File: src/cip_defines.vh
// Purpose: Constants for the component input processing block
// Assumes: Registers sit at 8-bit subaddresses on the serial control port
// Notes:   Offsets, field positions, reset values and pixel delay figures
`ifndef CIP_DEFINES_VH
`define CIP_DEFINES_VH

// Subaddresses
`define CIP_ADDR_INPUT_PORT_CLOCK_CONTROL 8'h23
`define CIP_ADDR_STATIC_GAIN_A_LOW        8'h24
`define CIP_ADDR_STATIC_GAIN_B_LOW        8'h25
`define CIP_ADDR_DELAY_AND_SWITCH_CONTROL 8'h29
`define CIP_ADDR_COMPONENT_BRIGHTNESS     8'h2a
`define CIP_ADDR_COMPONENT_CONTRAST       8'h2b

// Fields of input_port_clock_control
`define CIP_BIT_PORT_DRIVE_ENABLE   6
`define CIP_BIT_CLOCK_SOURCE_SELECT 5
`define CIP_BIT_CLAMP_REFERENCE     4
`define CIP_BIT_SWITCH_IND_ENABLE   2
`define CIP_BIT_GAIN_B_MSB          1
`define CIP_BIT_GAIN_A_MSB          0

// Fields of delay_and_switch_control
`define CIP_BIT_PIXEL_SWITCH_ENABLE   7
`define CIP_BIT_PIXEL_SWITCH_POLARITY 6
`define CIP_FLD_SWITCH_DELAY_HI       5
`define CIP_FLD_SWITCH_DELAY_LO       4
`define CIP_BIT_LUMA_PEAKING          3
`define CIP_FLD_PATH_DELAY_HI         2
`define CIP_FLD_PATH_DELAY_LO         0

// Reset values
`define CIP_RST_INPUT_PORT_CLOCK_CONTROL 8'h00
`define CIP_RST_STATIC_GAIN_LOW          8'h90
`define CIP_RST_DELAY_AND_SWITCH_CONTROL 8'h00
`define CIP_RST_COMPONENT_BRIGHTNESS     8'h80
`define CIP_RST_COMPONENT_CONTRAST       8'h40

// Pixel alignment: composite tap is fixed, others move around it
`define CIP_TAP_BASE      5'h12
`define CIP_BRIGHT_NOMINAL 17'sh00080
`define CIP_CONTRAST_SHIFT 6

`endif

File: src/cip_delay.v
// Purpose: Pixel delay line with a selectable tap
// Assumes: Advances one pixel on each cycle where adv_i is high
// Notes:   Tap 0 returns the newest stored pixel
`timescale 1ns/1ps
module cip_delay #(
	parameter W  = 8,
	parameter D  = 32,
	parameter AW = 5
) (
	input  wire          clk_sys_i,
	input  wire          rst_n_i,
	input  wire          adv_i,
	input  wire [W-1:0]  din_i,
	input  wire [AW-1:0] tap_i,
	output wire [W-1:0]  dout_o
);
	reg [W-1:0] mem [0:D-1];
	integer     k;

	// Shift chain, cleared by reset
	always @(posedge clk_sys_i) begin
		for (k = 0; k < D; k = k + 1) begin
			if (!rst_n_i)
				mem[k] <= {W{1'b0}};
			else if (adv_i)
				mem[k] <= (k == 0) ? din_i : mem[k-1];
		end
	end

	assign dout_o = mem[tap_i];
endmodule

File: src/cip_fifo.v
// Purpose: Small output FIFO with valid/ready on both sides
// Assumes: DEPTH is a power of two equal to 2**AW
// Notes:   Level is exported so the source side can stall ahead of time
`timescale 1ns/1ps
module cip_fifo #(
	parameter W     = 9,
	parameter DEPTH = 4,
	parameter AW    = 2
) (
	input  wire          clk_sys_i,
	input  wire          rst_n_i,
	input  wire          in_valid_i,
	output wire          in_ready_o,
	input  wire [W-1:0]  in_data_i,
	output wire          out_valid_o,
	input  wire          out_ready_i,
	output wire [W-1:0]  out_data_o,
	output reg  [AW:0]   level_o
);
	reg  [W-1:0]  mem [0:DEPTH-1];
	reg  [AW-1:0] wr_ptr;
	reg  [AW-1:0] rd_ptr;
	wire          push;
	wire          pop;

	assign in_ready_o  = (level_o != DEPTH[AW:0]);
	assign out_valid_o = (level_o != {(AW+1){1'b0}});
	assign out_data_o  = mem[rd_ptr];
	assign push        = in_valid_i & in_ready_o;
	assign pop         = out_valid_o & out_ready_i;

	// Storage
	always @(posedge clk_sys_i) begin
		if (push)
			mem[wr_ptr] <= in_data_i;
	end

	// Pointers and fill level
	always @(posedge clk_sys_i) begin
		if (!rst_n_i) begin
			wr_ptr  <= {AW{1'b0}};
			rd_ptr  <= {AW{1'b0}};
			level_o <= {(AW+1){1'b0}};
		end else begin
			if (push)
				wr_ptr <= wr_ptr + 1'b1;
			if (pop)
				rd_ptr <= rd_ptr + 1'b1;
			if (push && !pop)
				level_o <= level_o + 1'b1;
			else if (pop && !push)
				level_o <= level_o - 1'b1;
		end
	end
endmodule

File: src/cip_component_input.v
// Purpose: Component input control and pixel path with fast switching
// Assumes: All inputs synchronous to clk_sys_i; one pixel per accepted beat
// Notes:   Registers reached through the subaddress port; output via FIFO
//
// Contract
// - The converter data port is driven only while its enable bit is set, else released.
// - Converters take the line-locked clock when the select bit is 0, the external pin when 1.
// - Clamping follows the decoder clamp mode when the bit is 0, reference selection when 1.
// - With its enable set, any edge on the source-switch input resets the gain loop.
// - Gain A is a 9-bit code from control bit 0 and the gain A low byte.
// - Gain B is a 9-bit code from control bit 1 and the gain B low byte.
// - With switching enabled each pixel picks composite or component, else composite only.
// - Polarity 0 maps switch low to composite and high to component; 1 inverts it.
// - The switch input is shifted by 0, +1, -2 or -1 pixels relative to component.
// - The peaking bit adds luminance peaking to the component path, else bypass.
// - Component is delayed by 0,+4,+8,+12,-16,-12,-8,-4 pixels relative to composite.
// - An unsigned brightness offset with 128 as nominal is added to component luminance.
// - Component luminance is scaled by a signed contrast gain in 1/64 steps.
`timescale 1ns/1ps
`include "cip_defines.vh"
module cip_component_input #(
	parameter PW    = 8,
	parameter DEPTH = 4,
	parameter AW    = 2
) (
	input  wire          clk_sys_i,
	input  wire          rst_n_i,
	// Subaddress register port
	input  wire          reg_wr_i,
	input  wire          reg_rd_i,
	input  wire [7:0]    reg_addr_i,
	input  wire [7:0]    reg_wdata_i,
	output reg  [7:0]    reg_rdata_o,
	output reg           reg_rack_o,
	// Converter side
	input  wire [8:0]    conv_raw_i,
	output reg  [8:0]    conv_port_data_o,
	output reg           conv_port_oe_o,
	input  wire          line_locked_clock_i,
	input  wire          external_sample_clock_pin_i,
	output reg           conv_clock_o,
	input  wire          decoder_clamp_mode_i,
	output reg           conv_clamp_o,
	output reg           conv_ref_select_o,
	input  wire          source_switch_indicator_input_i,
	output reg           gain_loop_reset_o,
	output wire [8:0]    gain_a_o,
	output wire [8:0]    gain_b_o,
	// Pixel input stream
	input  wire          pix_in_valid_i,
	output reg           pix_in_ready_o,
	input  wire [PW-1:0] cvbs_luma_i,
	input  wire [PW-1:0] comp_luma_i,
	input  wire          pixel_switch_input_i,
	// Pixel output stream
	output reg           pix_out_valid_o,
	input  wire          pix_out_ready_i,
	output reg  [PW-1:0] pix_out_data_o,
	output reg           pix_out_from_comp_o
);
	// Register file
	reg [7:0] input_port_clock_control;
	reg [7:0] static_gain_a_low;
	reg [7:0] static_gain_b_low;
	reg [7:0] delay_and_switch_control;
	reg [7:0] component_brightness;
	reg [7:0] component_contrast;
	reg [7:0] next_rdata;

	// Pixel path
	reg                 indicator_prev;
	reg  [PW-1:0]       comp_h0;
	reg  [PW-1:0]       comp_h1;
	reg  [PW-1:0]       cvbs_s1;
	reg                 sw_s1;
	reg  [4:0]          comp_tap;
	reg  [4:0]          sw_tap;
	wire [PW-1:0]       comp_dly;
	wire [PW-1:0]       cvbs_dly;
	wire                sw_dly;
	wire                adv;
	wire                fifo_in_ready;
	wire                fifo_out_valid;
	wire [PW:0]         fifo_out_data;
	wire [AW:0]         fifo_level;
	wire                fifo_pop;
	reg  signed [16:0]  peak_sum;
	reg  [PW-1:0]       luma_pk;
	reg  signed [16:0]  luma_bc;
	reg  [PW-1:0]       comp_out;
	reg                 use_comp;
	reg  [PW:0]         push_data;
	wire [AW+1:0]       next_level;

	// Clip a signed intermediate to the 8-bit pixel range
	function [7:0] sat8;
		input signed [16:0] v;
		begin
			if (v < 17'sd0)
				sat8 = 8'h00;
			else if (v > 17'sd255)
				sat8 = 8'hff;
			else
				sat8 = v[7:0];
		end
	endfunction

	// Register writes
	always @(posedge clk_sys_i) begin
		if (!rst_n_i) begin
			input_port_clock_control <= `CIP_RST_INPUT_PORT_CLOCK_CONTROL;
			static_gain_a_low        <= `CIP_RST_STATIC_GAIN_LOW;
			static_gain_b_low        <= `CIP_RST_STATIC_GAIN_LOW;
			delay_and_switch_control <= `CIP_RST_DELAY_AND_SWITCH_CONTROL;
			component_brightness     <= `CIP_RST_COMPONENT_BRIGHTNESS;
			component_contrast       <= `CIP_RST_COMPONENT_CONTRAST;
		end else if (reg_wr_i) begin
			if (reg_addr_i == `CIP_ADDR_INPUT_PORT_CLOCK_CONTROL)
				input_port_clock_control <= reg_wdata_i;
			else if (reg_addr_i == `CIP_ADDR_STATIC_GAIN_A_LOW)
				static_gain_a_low <= reg_wdata_i;
			else if (reg_addr_i == `CIP_ADDR_STATIC_GAIN_B_LOW)
				static_gain_b_low <= reg_wdata_i;
			else if (reg_addr_i == `CIP_ADDR_DELAY_AND_SWITCH_CONTROL)
				delay_and_switch_control <= reg_wdata_i;
			else if (reg_addr_i == `CIP_ADDR_COMPONENT_BRIGHTNESS)
				component_brightness <= reg_wdata_i;
			else if (reg_addr_i == `CIP_ADDR_COMPONENT_CONTRAST)
				component_contrast <= reg_wdata_i;
		end
	end

	// Read decode; unmapped subaddresses read zero
	always @* begin
		if (reg_addr_i == `CIP_ADDR_INPUT_PORT_CLOCK_CONTROL)
			next_rdata = input_port_clock_control;
		else if (reg_addr_i == `CIP_ADDR_STATIC_GAIN_A_LOW)
			next_rdata = static_gain_a_low;
		else if (reg_addr_i == `CIP_ADDR_STATIC_GAIN_B_LOW)
			next_rdata = static_gain_b_low;
		else if (reg_addr_i == `CIP_ADDR_DELAY_AND_SWITCH_CONTROL)
			next_rdata = delay_and_switch_control;
		else if (reg_addr_i == `CIP_ADDR_COMPONENT_BRIGHTNESS)
			next_rdata = component_brightness;
		else if (reg_addr_i == `CIP_ADDR_COMPONENT_CONTRAST)
			next_rdata = component_contrast;
		else
			next_rdata = 8'h00;
	end

	// Read answer one cycle after the strobe
	always @(posedge clk_sys_i) begin
		if (!rst_n_i) begin
			reg_rdata_o <= 8'h00;
			reg_rack_o  <= 1'b0;
		end else begin
			reg_rack_o <= reg_rd_i;
			if (reg_rd_i)
				reg_rdata_o <= next_rdata;
		end
	end

	// Static gains: msb from control register, low byte from own register
	assign gain_a_o = {input_port_clock_control[`CIP_BIT_GAIN_A_MSB], static_gain_a_low};
	assign gain_b_o = {input_port_clock_control[`CIP_BIT_GAIN_B_MSB], static_gain_b_low};

	// Converter port, clock choice, clamp choice and gain loop reset
	always @(posedge clk_sys_i) begin
		if (!rst_n_i) begin
			conv_port_data_o  <= 9'h000;
			conv_port_oe_o    <= 1'b0;
			conv_clock_o      <= 1'b0;
			conv_clamp_o      <= 1'b0;
			conv_ref_select_o <= 1'b0;
			indicator_prev    <= 1'b0;
			gain_loop_reset_o <= 1'b0;
		end else begin
			conv_port_data_o <= conv_raw_i;
			conv_port_oe_o   <= input_port_clock_control[`CIP_BIT_PORT_DRIVE_ENABLE];
			conv_clock_o     <= input_port_clock_control[`CIP_BIT_CLOCK_SOURCE_SELECT] ?
				external_sample_clock_pin_i : line_locked_clock_i;
			conv_ref_select_o <= input_port_clock_control[`CIP_BIT_CLAMP_REFERENCE];
			conv_clamp_o      <= input_port_clock_control[`CIP_BIT_CLAMP_REFERENCE] ?
				1'b0 : decoder_clamp_mode_i;
			indicator_prev    <= source_switch_indicator_input_i;
			gain_loop_reset_o <= input_port_clock_control[`CIP_BIT_SWITCH_IND_ENABLE] &
				(indicator_prev ^ source_switch_indicator_input_i);
		end
	end

	// Tap selection: composite sits at the base tap, others around it
	always @* begin
		case (delay_and_switch_control[`CIP_FLD_PATH_DELAY_HI:`CIP_FLD_PATH_DELAY_LO])
			3'h0: comp_tap = `CIP_TAP_BASE;
			3'h1: comp_tap = `CIP_TAP_BASE + 5'h04;
			3'h2: comp_tap = `CIP_TAP_BASE + 5'h08;
			3'h3: comp_tap = `CIP_TAP_BASE + 5'h0c;
			3'h4: comp_tap = `CIP_TAP_BASE - 5'h10;
			3'h5: comp_tap = `CIP_TAP_BASE - 5'h0c;
			3'h6: comp_tap = `CIP_TAP_BASE - 5'h08;
			default: comp_tap = `CIP_TAP_BASE - 5'h04;
		endcase
		case (delay_and_switch_control[`CIP_FLD_SWITCH_DELAY_HI:`CIP_FLD_SWITCH_DELAY_LO])
			2'h0: sw_tap = comp_tap;
			2'h1: sw_tap = comp_tap + 5'h01;
			2'h2: sw_tap = comp_tap - 5'h02;
			default: sw_tap = comp_tap - 5'h01;
		endcase
	end

	// Pipeline advances when a pixel is offered and the FIFO has room
	assign adv = pix_in_valid_i & pix_in_ready_o & fifo_in_ready;

	cip_delay #(.W(PW), .D(32), .AW(5)) u_cvbs_dly (
		.clk_sys_i (clk_sys_i),
		.rst_n_i   (rst_n_i),
		.adv_i     (adv),
		.din_i     (cvbs_luma_i),
		.tap_i     (`CIP_TAP_BASE),
		.dout_o    (cvbs_dly)
	);

	cip_delay #(.W(PW), .D(32), .AW(5)) u_comp_dly (
		.clk_sys_i (clk_sys_i),
		.rst_n_i   (rst_n_i),
		.adv_i     (adv),
		.din_i     (comp_luma_i),
		.tap_i     (comp_tap),
		.dout_o    (comp_dly)
	);

	cip_delay #(.W(1), .D(32), .AW(5)) u_sw_dly (
		.clk_sys_i (clk_sys_i),
		.rst_n_i   (rst_n_i),
		.adv_i     (adv),
		.din_i     (pixel_switch_input_i),
		.tap_i     (sw_tap),
		.dout_o    (sw_dly)
	);

	// Neighbour history for peaking; composite and switch kept in step
	always @(posedge clk_sys_i) begin
		if (!rst_n_i) begin
			comp_h0 <= {PW{1'b0}};
			comp_h1 <= {PW{1'b0}};
			cvbs_s1 <= {PW{1'b0}};
			sw_s1   <= 1'b0;
		end else if (adv) begin
			comp_h0 <= comp_dly;
			comp_h1 <= comp_h0;
			cvbs_s1 <= cvbs_dly;
			sw_s1   <= sw_dly;
		end
	end

	// Peaking, contrast, brightness and per-pixel source choice
	always @* begin
		peak_sum = $signed({9'h000, comp_h0}) +
			(($signed({8'h00, comp_h0, 1'b0}) - $signed({9'h000, comp_h1}) -
			$signed({9'h000, comp_dly})) >>> 3);
		if (delay_and_switch_control[`CIP_BIT_LUMA_PEAKING])
			luma_pk = sat8(peak_sum);
		else
			luma_pk = comp_h0;
		luma_bc = (($signed({9'h000, luma_pk}) *
			$signed({{9{component_contrast[7]}}, component_contrast})) >>>
			`CIP_CONTRAST_SHIFT)
			+ $signed({9'h000, component_brightness}) - `CIP_BRIGHT_NOMINAL;
		comp_out = sat8(luma_bc);
		use_comp = delay_and_switch_control[`CIP_BIT_PIXEL_SWITCH_ENABLE] &
			(sw_s1 ^ delay_and_switch_control[`CIP_BIT_PIXEL_SWITCH_POLARITY]);
		push_data = use_comp ? {1'b1, comp_out} : {1'b0, cvbs_s1};
	end

	cip_fifo #(.W(PW + 1), .DEPTH(DEPTH), .AW(AW)) u_fifo (
		.clk_sys_i   (clk_sys_i),
		.rst_n_i     (rst_n_i),
		.in_valid_i  (adv),
		.in_ready_o  (fifo_in_ready),
		.in_data_i   (push_data),
		.out_valid_o (fifo_out_valid),
		.out_ready_i (fifo_pop),
		.out_data_o  (fifo_out_data),
		.level_o     (fifo_level)
	);

	// Output register drains the FIFO; ready reflects room after this cycle
	assign fifo_pop   = fifo_out_valid & (~pix_out_valid_o | pix_out_ready_i);
	assign next_level = {1'b0, fifo_level} + {{(AW+1){1'b0}}, adv} -
		{{(AW+1){1'b0}}, fifo_pop};

	always @(posedge clk_sys_i) begin
		if (!rst_n_i) begin
			pix_out_valid_o     <= 1'b0;
			pix_out_data_o      <= {PW{1'b0}};
			pix_out_from_comp_o <= 1'b0;
			pix_in_ready_o      <= 1'b0;
		end else begin
			pix_in_ready_o <= (next_level < DEPTH);
			if (fifo_pop) begin
				pix_out_valid_o     <= 1'b1;
				pix_out_data_o      <= fifo_out_data[PW-1:0];
				pix_out_from_comp_o <= fifo_out_data[PW];
			end else if (pix_out_ready_i) begin
				pix_out_valid_o <= 1'b0;
			end
		end
	end
endmodule

File: config.mk
export PLATFORM = sky130hd
export DESIGN_NAME = cip_component_input
export DESIGN_NICKNAME = d
export VERILOG_FILES = /design/src/cip_delay.v /design/src/cip_fifo.v /design/src/cip_component_input.v
export VERILOG_INCLUDE_DIRS = /design/src /design/src/src
export SDC_FILE = /design/constraint.sdc
export NUM_CORES = 1
export LEC_CHECK = 0
export BUFFER_PORTS_ARGS = -buffer_cell sky130_fd_sc_hd__buf_4
export CAP_MARGIN = 10
export CORE_ASPECT_RATIO = 0.9
export CORE_MARGIN = 4
export CORE_UTILIZATION = 25
export DETAILED_ROUTE_END_ITERATION = 8
export PLACE_DENSITY = 0.43
export SYNTH_ARGS = -nofsm -noshare
export SYNTH_HDL_FRONTEND = slang
export SYNTH_HIERARCHICAL = 1
export SYNTH_SLANG_ARGS = --single-unit
File: constraint.sdc
create_clock -name clk_sys_i -period 11.76 [get_ports clk_sys_i]
set_input_delay 2.352 -clock clk_sys_i [delete_from_list [all_inputs] [get_ports clk_sys_i]]
set_output_delay 2.352 -clock clk_sys_i [all_outputs]
set_load 0.02 [all_outputs]
==> results of run 1 <==
[synth_stat cells, types with 13 or more instances]
master,instances
edfxtp_1,579
and3_1,548
mux4_2,169
clkbuf_1,161
nand2_1,154
dfxtp_1,118
ha_1,90
inv_1,83
and2_1,59
mux2i_1,55
nor2b_1,53
a21boi_0,49
nor2_1,44
fa_1,39
o21ai_0,27
a21oi_1,24
mux2_2,23
xnor2_1,23
nand3_1,22
buf_1,16
nand2b_1,15
a22oi_1,14
buf_4,14
xor2_1,13
[state kept, by name, indices dropped and copies added, names as in the netlist, 9 cells and up, named ones only]
register	cells
conv_port_data_o	9
u_comp_dly/mem	256
u_cvbs_dly/mem	256
u_fifo/mem	36
u_sw_dly/mem	32
[final cells by class]
class                   count  area [sq um]
multi-input cells        1550         13800
well taps                1834          2290
flip-flops and latches    697         19800
repair buffers            130          1030
clock buffers             123          2420
inverters                  85           327
fillers                 13922         97600
clock inverters            35           315
[stage by stage]
step / area [sq um] / util / power [mW] / TNS [ns] / instances
2_1_floorplan: 34700 / - / 4.29 / 0 / 2532
3_3_place_gp: 37100 / 0.270 / 4.58 / 0 / 4291
3_5_place_dp: 37100 / 0.270 / 4.61 / 0 / 4291
4_1_cts: 39900 / 0.290 / 7.28 / 0 / 4449
5_1_grt: 39900 / 0.290 / 7.55 / -0.383 / 4454
6_report: 39900 / 0.290 / 7.15 / 0 / 4454
[routing by layer]
layer	global-route usage	vias to the layer above
met5	0	-
met4	0.0319	0
met3	0.0306	113
met2	0.178	423
met1	0.170	10902
li1	-	9624
[timing repair]
| item | in CTS | in global routing |
|---|---|---|
| setup buffers | 0 | 5 |
| setup endpoints to repair | 0 | 32 |
| resized for setup | 0 | 6 |
[power breakdown]
group          switching, mW  internal, mW  total (mW)
Combinational          0.753         0.537        1.29
Sequential             0.191          3.09        3.28
Clock                   1.08          1.50        2.59
Total                   2.03          5.13        7.15
[final timing paths]
path                                            start  depth (start not counted)  slack [ns]                    endpoint
min reg2reg                   comp_h1[2]$_SDFFE_PN0P_                          2        0.46     comp_h1[2]$_SDFFE_PN0P_
min                           comp_h1[2]$_SDFFE_PN0P_                          2        0.46     comp_h1[2]$_SDFFE_PN0P_
max          delay_and_switch_control[0]$_SDFFE_PN0P_                         43        0.62  u_fifo/mem[2][4]$_DFFE_PP_
max reg2reg  delay_and_switch_control[0]$_SDFFE_PN0P_                         43        0.62  u_fifo/mem[2][4]$_DFFE_PP_
[cell families (layout without fill, tap and decap cells)]
kind of cell / after synthesis / in the layout / synth area share
DFF: 697 / 697 / 0.570
buffers and inverters: 285 / 373 / 0.0337
AOI/OAI and AO/OA: 195 / 195 / 0.0422
and+or+nand+nor: 935 / 935 / 0.156
xor gates and xnor gates: 36 / 36 / 0.00910
other: 2 / 7 / 0.000217
muxes: 248 / 248 / 0.134
adders and majority gates: 129 / 129 / 0.0551
[critical path, delay by kind of cell, from the launching register on]
kind	cells	cell delay (ns)
muxes	4	1.39
adders and majority gates	9	3.49
AOI/OAI and AO/OA	18	3.90
xor gates and xnor gates	2	0.31
DFF	1	0.40
and+or+nand+nor	5	0.86
buffers and inverters	5	0.56
==> flow_summary_export.csv, run 1 <==
group,metric,value,unit
clock_tree,clock_tree.htree_level_count,3,
timing,clock.fmax,89.8,MHz
power,power_per_cell_area,179,nW/um^2
die,initial_utilization,0.252,
placed_design,io_buffer_count,103,
worst_hold_path,class_of_the_tightest_hold_or_removal_check,"register to register",
synthesis,synthFlopType,"edfxtp_1",
power,power.static_leakage,16.5,nW
clock_tree,postCtsHoldBufs,0,
synthesis,post_synth_main_area_contributors,"edfxtp_1 (50%), mux4_2 (11%), and3_1 (9.9%)",
worst_setup_path,critPathKind,"register to register",
routing,detailed_routed_wire_length_on_met2,38.5,mm
layout,layout_commonest_cell,"edfxtp_1",
grt,grt_antenna_before_repair,4,
worst_setup_path,crit_slowest_cell,"fa_1",
power,worst_ir_drop_vdd,88.2,uV
routing,wirelength,87.6,mm
timing,unrepaired_setup_endpoints_after_global_routing,"yes",
clock_tree,clkSlewWorstSetupHoldPaths,0.06,ns
die,design.die.area,145000,sq um
timing,min_period,11.14,ns
routing,drt_first_iter_violations,1826,
die,die-height,361,microns
placed_design,dp_hpwl,54.3,mm
die,placeableCoreArea,138000,sq um
timing,final.setup_skew,0.0371,ns
routing,wl_met1,42.2,mm
die,num_io_pins,104,
routing,route.detailed.drc,0,
synthesis,post_synth_inst_count,2527,
routing,vias,21062,
timing,drv_slew,0,
grt,grt_start_max_net_pins,193,
synthesis,synth_edf_count,579,
synthesis,yosysWarnings,6,
worst_setup_path,timing.critical_path.fanout_max,8,
grt,grt-ovfl-total,0,
timing,finalSetupViolCount,0,
layout,finalNetCount,2731,
clock_tree,root_buffer_selected_by_cts,"clkbuf_16",
timing,slew_headroom,0.0731,
grt,wire_length_of_the_first_global_routing_pass,136,mm
grt,vias_in_the_first_global_route,21879,
timing,worst-slew-pin-transition,1.39,ns
placed_design,pre_cts_ws,0.468,ns
timing,worst_setup_margin,0.623,ns
synthesis,synth_top_area_share,0.502,
worst_setup_path,timing.critical_path.slowest_cell_delay,0.56,ns
synthesis,synth-seq-cells,697,
worst_setup_path,cp-end-kind,"register",
timing,fin_crit_sh,0.947,
synthesis,synth.largest_area_cell,"edfxtp_1",
synthesis,netlist-cell-type-count,76,
routing,detailedRoute.firstPassIterationCount,7,
placed_design,finalWeightedCongestion,0.805,
routing,wl_met3,5.01,mm
clock_tree,cts.sink_count,697,
clock_tree,clock_tree_from_tritoncts,"done",
timing,hold_viol_final,0,
routing,drt.antenna.violating_nets,0,
clock_tree,clk-insertion-delay-late,0.67,ns
clock_tree,cts_max_path_buffers,3,
synthesis,synth_sequential_area_ratio,0.570,
routing,post_drt_via_cell_ratio,4.73,
routing,dr.max_layer_used,"met4",
worst_setup_path,timing.critical_path.arrival,11.59,ns
synthesis,synthArstFlopShare,0,
clock_tree,cts_buffers,86,
layout,final_layout_size_suffix_gt1_frac,0.184,
synthesis,post_synth.cell_area_avg,13.7,sq um
die,fp-row-count,129,
die,die_w,400,microns
run,max_cap_viol_count,0,
layout,layout_common_cells,"edfxtp_1 (579), and3_1 (548), mux4_2 (169)",
grt,grtUsageTotal,0.119,
layout,diodes,0,
worst_setup_path,cpMostUsedCell,"ha_1",
outcome,run_status,"finished clean",
layout,flow.area_growth_from_synthesis,15.3,%
routing,wire_per_inst,19.7,microns
timing,whs,0.464,ns
worst_setup_path,worst-endpoint-required,12.21,ns
synthesis,synth.cell_area,34600,sq um
worst_setup_path,setup.worst_path.start_class,"register",
Note: power is estimated with default switching activity, not from simulation.
==> run 2: changes to the inputs <==
--- a/config.mk
+++ b/config.mk
@@ -8,10 +8,11 @@
 export LEC_CHECK = 0
 export BUFFER_PORTS_ARGS = -buffer_cell sky130_fd_sc_hd__buf_4
 export CAP_MARGIN = 10
-export CORE_ASPECT_RATIO = 0.9
+export CORE_ASPECT_RATIO = 1.1
 export CORE_MARGIN = 4
 export CORE_UTILIZATION = 25
 export DETAILED_ROUTE_END_ITERATION = 8
+export GPL_ROUTABILITY_DRIVEN = 1
 export PLACE_DENSITY = 0.43
 export SYNTH_ARGS = -nofsm -noshare
 export SYNTH_HDL_FRONTEND = slang
==> flow_summary_export.csv, run 2 (synthesized netlist as in run 1, its figures left out) <==
group,metric,value,unit
timing,finalSetupViolCount,0,
worst_setup_path,timing.critical_path.fanout_max,11,
timing,fin_crit_sh,0.952,
die,design.die.area,145000,sq um
layout,final_util,0.292,
worst_setup_path,cpMostUsedCell,"ha_1",
die,die_w,363,microns
grt,grt_antenna_before_repair,0,
timing,worst-slew-pin-transition,1.46,ns
layout,reg_top3,"u_comp_dly/mem: 256 flops, u_cvbs_dly/mem: 256 flops, u_fifo/mem: 36 flops",
timing,final.setup_skew,0.0474,ns
placed_design,io_buffer_count,103,
die,initial_utilization,0.253,
clock_tree,clock_tree_from_tritoncts,"done",
routing,post_drt_via_cell_ratio,4.69,
routing,vias,20755,
routing,drt_first_iter_violations,1676,
layout,flow.area_growth_from_synthesis,15.3,%
clock_tree,clkSlewWorstSetupHoldPaths,0.06,ns
worst_setup_path,worst-endpoint-required,12.23,ns
worst_setup_path,timing.critical_path.slowest_cell_delay,0.55,ns
grt,grt-ovfl-total,0,
layout,layout_commonest_cell,"edfxtp_1",
routing,detailedRoute.firstPassIterationCount,5,
timing,clock.fmax,89.3,MHz
timing,unrepaired_setup_endpoints_after_global_routing,"yes",
grt,wire_length_of_the_first_global_routing_pass,128,mm
clock_tree,clk-insertion-delay-late,0.68,ns
worst_setup_path,setup.worst_path.start_class,"register",
placed_design,dp_hpwl,48.6,mm
clock_tree,cts.sink_count,697,
timing,slew_headroom,0.0271,
layout,finalNetCount,2733,
die,placeableCoreArea,137000,sq um
routing,drt.antenna.violating_nets,0,
worst_setup_path,timing.critical_path.arrival,11.67,ns
timing,hold_viol_final,0,
power,worst_ir_drop_vdd,101,uV
timing,setup_total_negative_slack,0,ns
layout,layout_common_cells,"edfxtp_1 (579), and3_1 (548), mux4_2 (169)",
clock_tree,root_buffer_selected_by_cts,"clkbuf_16",
die,num_io_pins,104,
layout,final_layout_size_suffix_gt1_frac,0.189,
timing,drv_slew,0,
worst_setup_path,cp-end-kind,"register",
placed_design,finalWeightedCongestion,0.769,
clock_tree,cts_max_path_buffers,3,
worst_setup_path,crit_slowest_cell,"fa_1",
grt,grt_start_max_net_pins,302,
die,die-height,398,microns
clock_tree,cts_buffers,81,
run,max_cap_viol_count,0,
die,fp-row-count,142,
routing,route.detailed.drc,0,
power,power.static_leakage,16.5,nW
clock_tree,clock_tree.htree_level_count,3,
power,power_per_cell_area,178,nW/um^2
routing,wire_per_inst,18.3,microns
worst_setup_path,critPathKind,"register to register",
timing,min_period,11.20,ns
routing,wirelength,81.0,mm
worst_hold_path,class_of_the_tightest_hold_or_removal_check,"register to register",
grt,vias_in_the_first_global_route,21846,
outcome,run_status,"finished clean",
grt,grtUsageTotal,0.110,
## run 2: cell count changes in the layout (fill, tap and decap cells not counted), moves of 3 or more
cell and delta:
clkinvlp_4 +3, clkinv_2 +10, buf_4 +7, clkbuf_1 -6
bufinv_16 +4, clkinv_1 -5, clkbuf_8 -6, clkbuf_16 -5
## run 2: cell type report
| cell class | count | area, sq um |
|---|---|---|
| fill | 13701 | 97000 |
| sequential | 697 | 19800 |
| multi-input combinational | 1550 | 13800 |
| tap | 1800 | 2250 |
| clock buffer | 105 | 2170 |
| timing repair buffer | 137 | 1090 |
| clock inverter | 47 | 541 |
| inverter | 85 | 327 |
| antenna | 2 | 5.00 |
## run 2: timing repair
action / 4_1_cts / 5_1_grt
resized for setup: 0 / 8
buffers inserted: 0 / 7
hold buffers: 0 / 0
setup endpoints to repair: 0 / 32
hold endpoints to repair: 0 / 0
## run 2: routing by layer
metal | GRT usage | part of all wire
met1 | 0.149 | 0.46
met2 | 0.179 | 0.47
met3 | 0.0210 | 0.041
met4 | 0.0318 | 0.019
met5 | 0 | 0
## run 2: path summary, 6_finish.rpt
kind	startpoint	end	slack, ns	cells after the start
hold reg to reg	comp_h1[4]$_SDFFE_PN0P_	comp_h1[4]$_SDFFE_PN0P_	0.47	2
hold / removal	comp_h1[4]$_SDFFE_PN0P_	comp_h1[4]$_SDFFE_PN0P_	0.47	2
setup / recovery	delay_and_switch_control[0]$_SDFFE_PN0P_	u_fifo/mem[3][2]$_DFFE_PP_	0.56	41
setup reg to reg	delay_and_switch_control[0]$_SDFFE_PN0P_	u_fifo/mem[3][2]$_DFFE_PP_	0.56	41
## run 2: critical path, delay by kind of cell, from the launching register on
| family | cells | cell delay (ns) |
|---|---|---|
| DFF | 1 | 0.49 |
| xor gates and xnor gates | 2 | 0.34 |
| and+or+nand+nor | 6 | 1.05 |
| adders and majority gates | 9 | 3.52 |
| muxes | 4 | 1.37 |
| buffers and inverters | 4 | 0.41 |
| AOI/OAI and AO/OA | 16 | 3.81 |
## run 2: stage by stage
step	hold slack (ns)	setup slack, ns	total power, mW	area, sq um	cells
after floorplan	0.422	0.913	4.29	34700	2532
after global placement	0.456	0.261	4.58	37100	4262
after detailed placement	0.468	0.0901	4.61	37100	4262
after CTS	0.476	0.0861	7.22	39800	4414
after global routing	0.500	-0.00200	7.49	39900	4421
final	0.471	0.564	7.10	39900	4423
## run 2: power by group
part	total (mW)	switching [mW]	internal, mW
Clock	2.55	1.07	1.48
Combinational	1.28	0.740	0.536
Sequential	3.28	0.195	3.09
Total	7.10	2.00	5.10
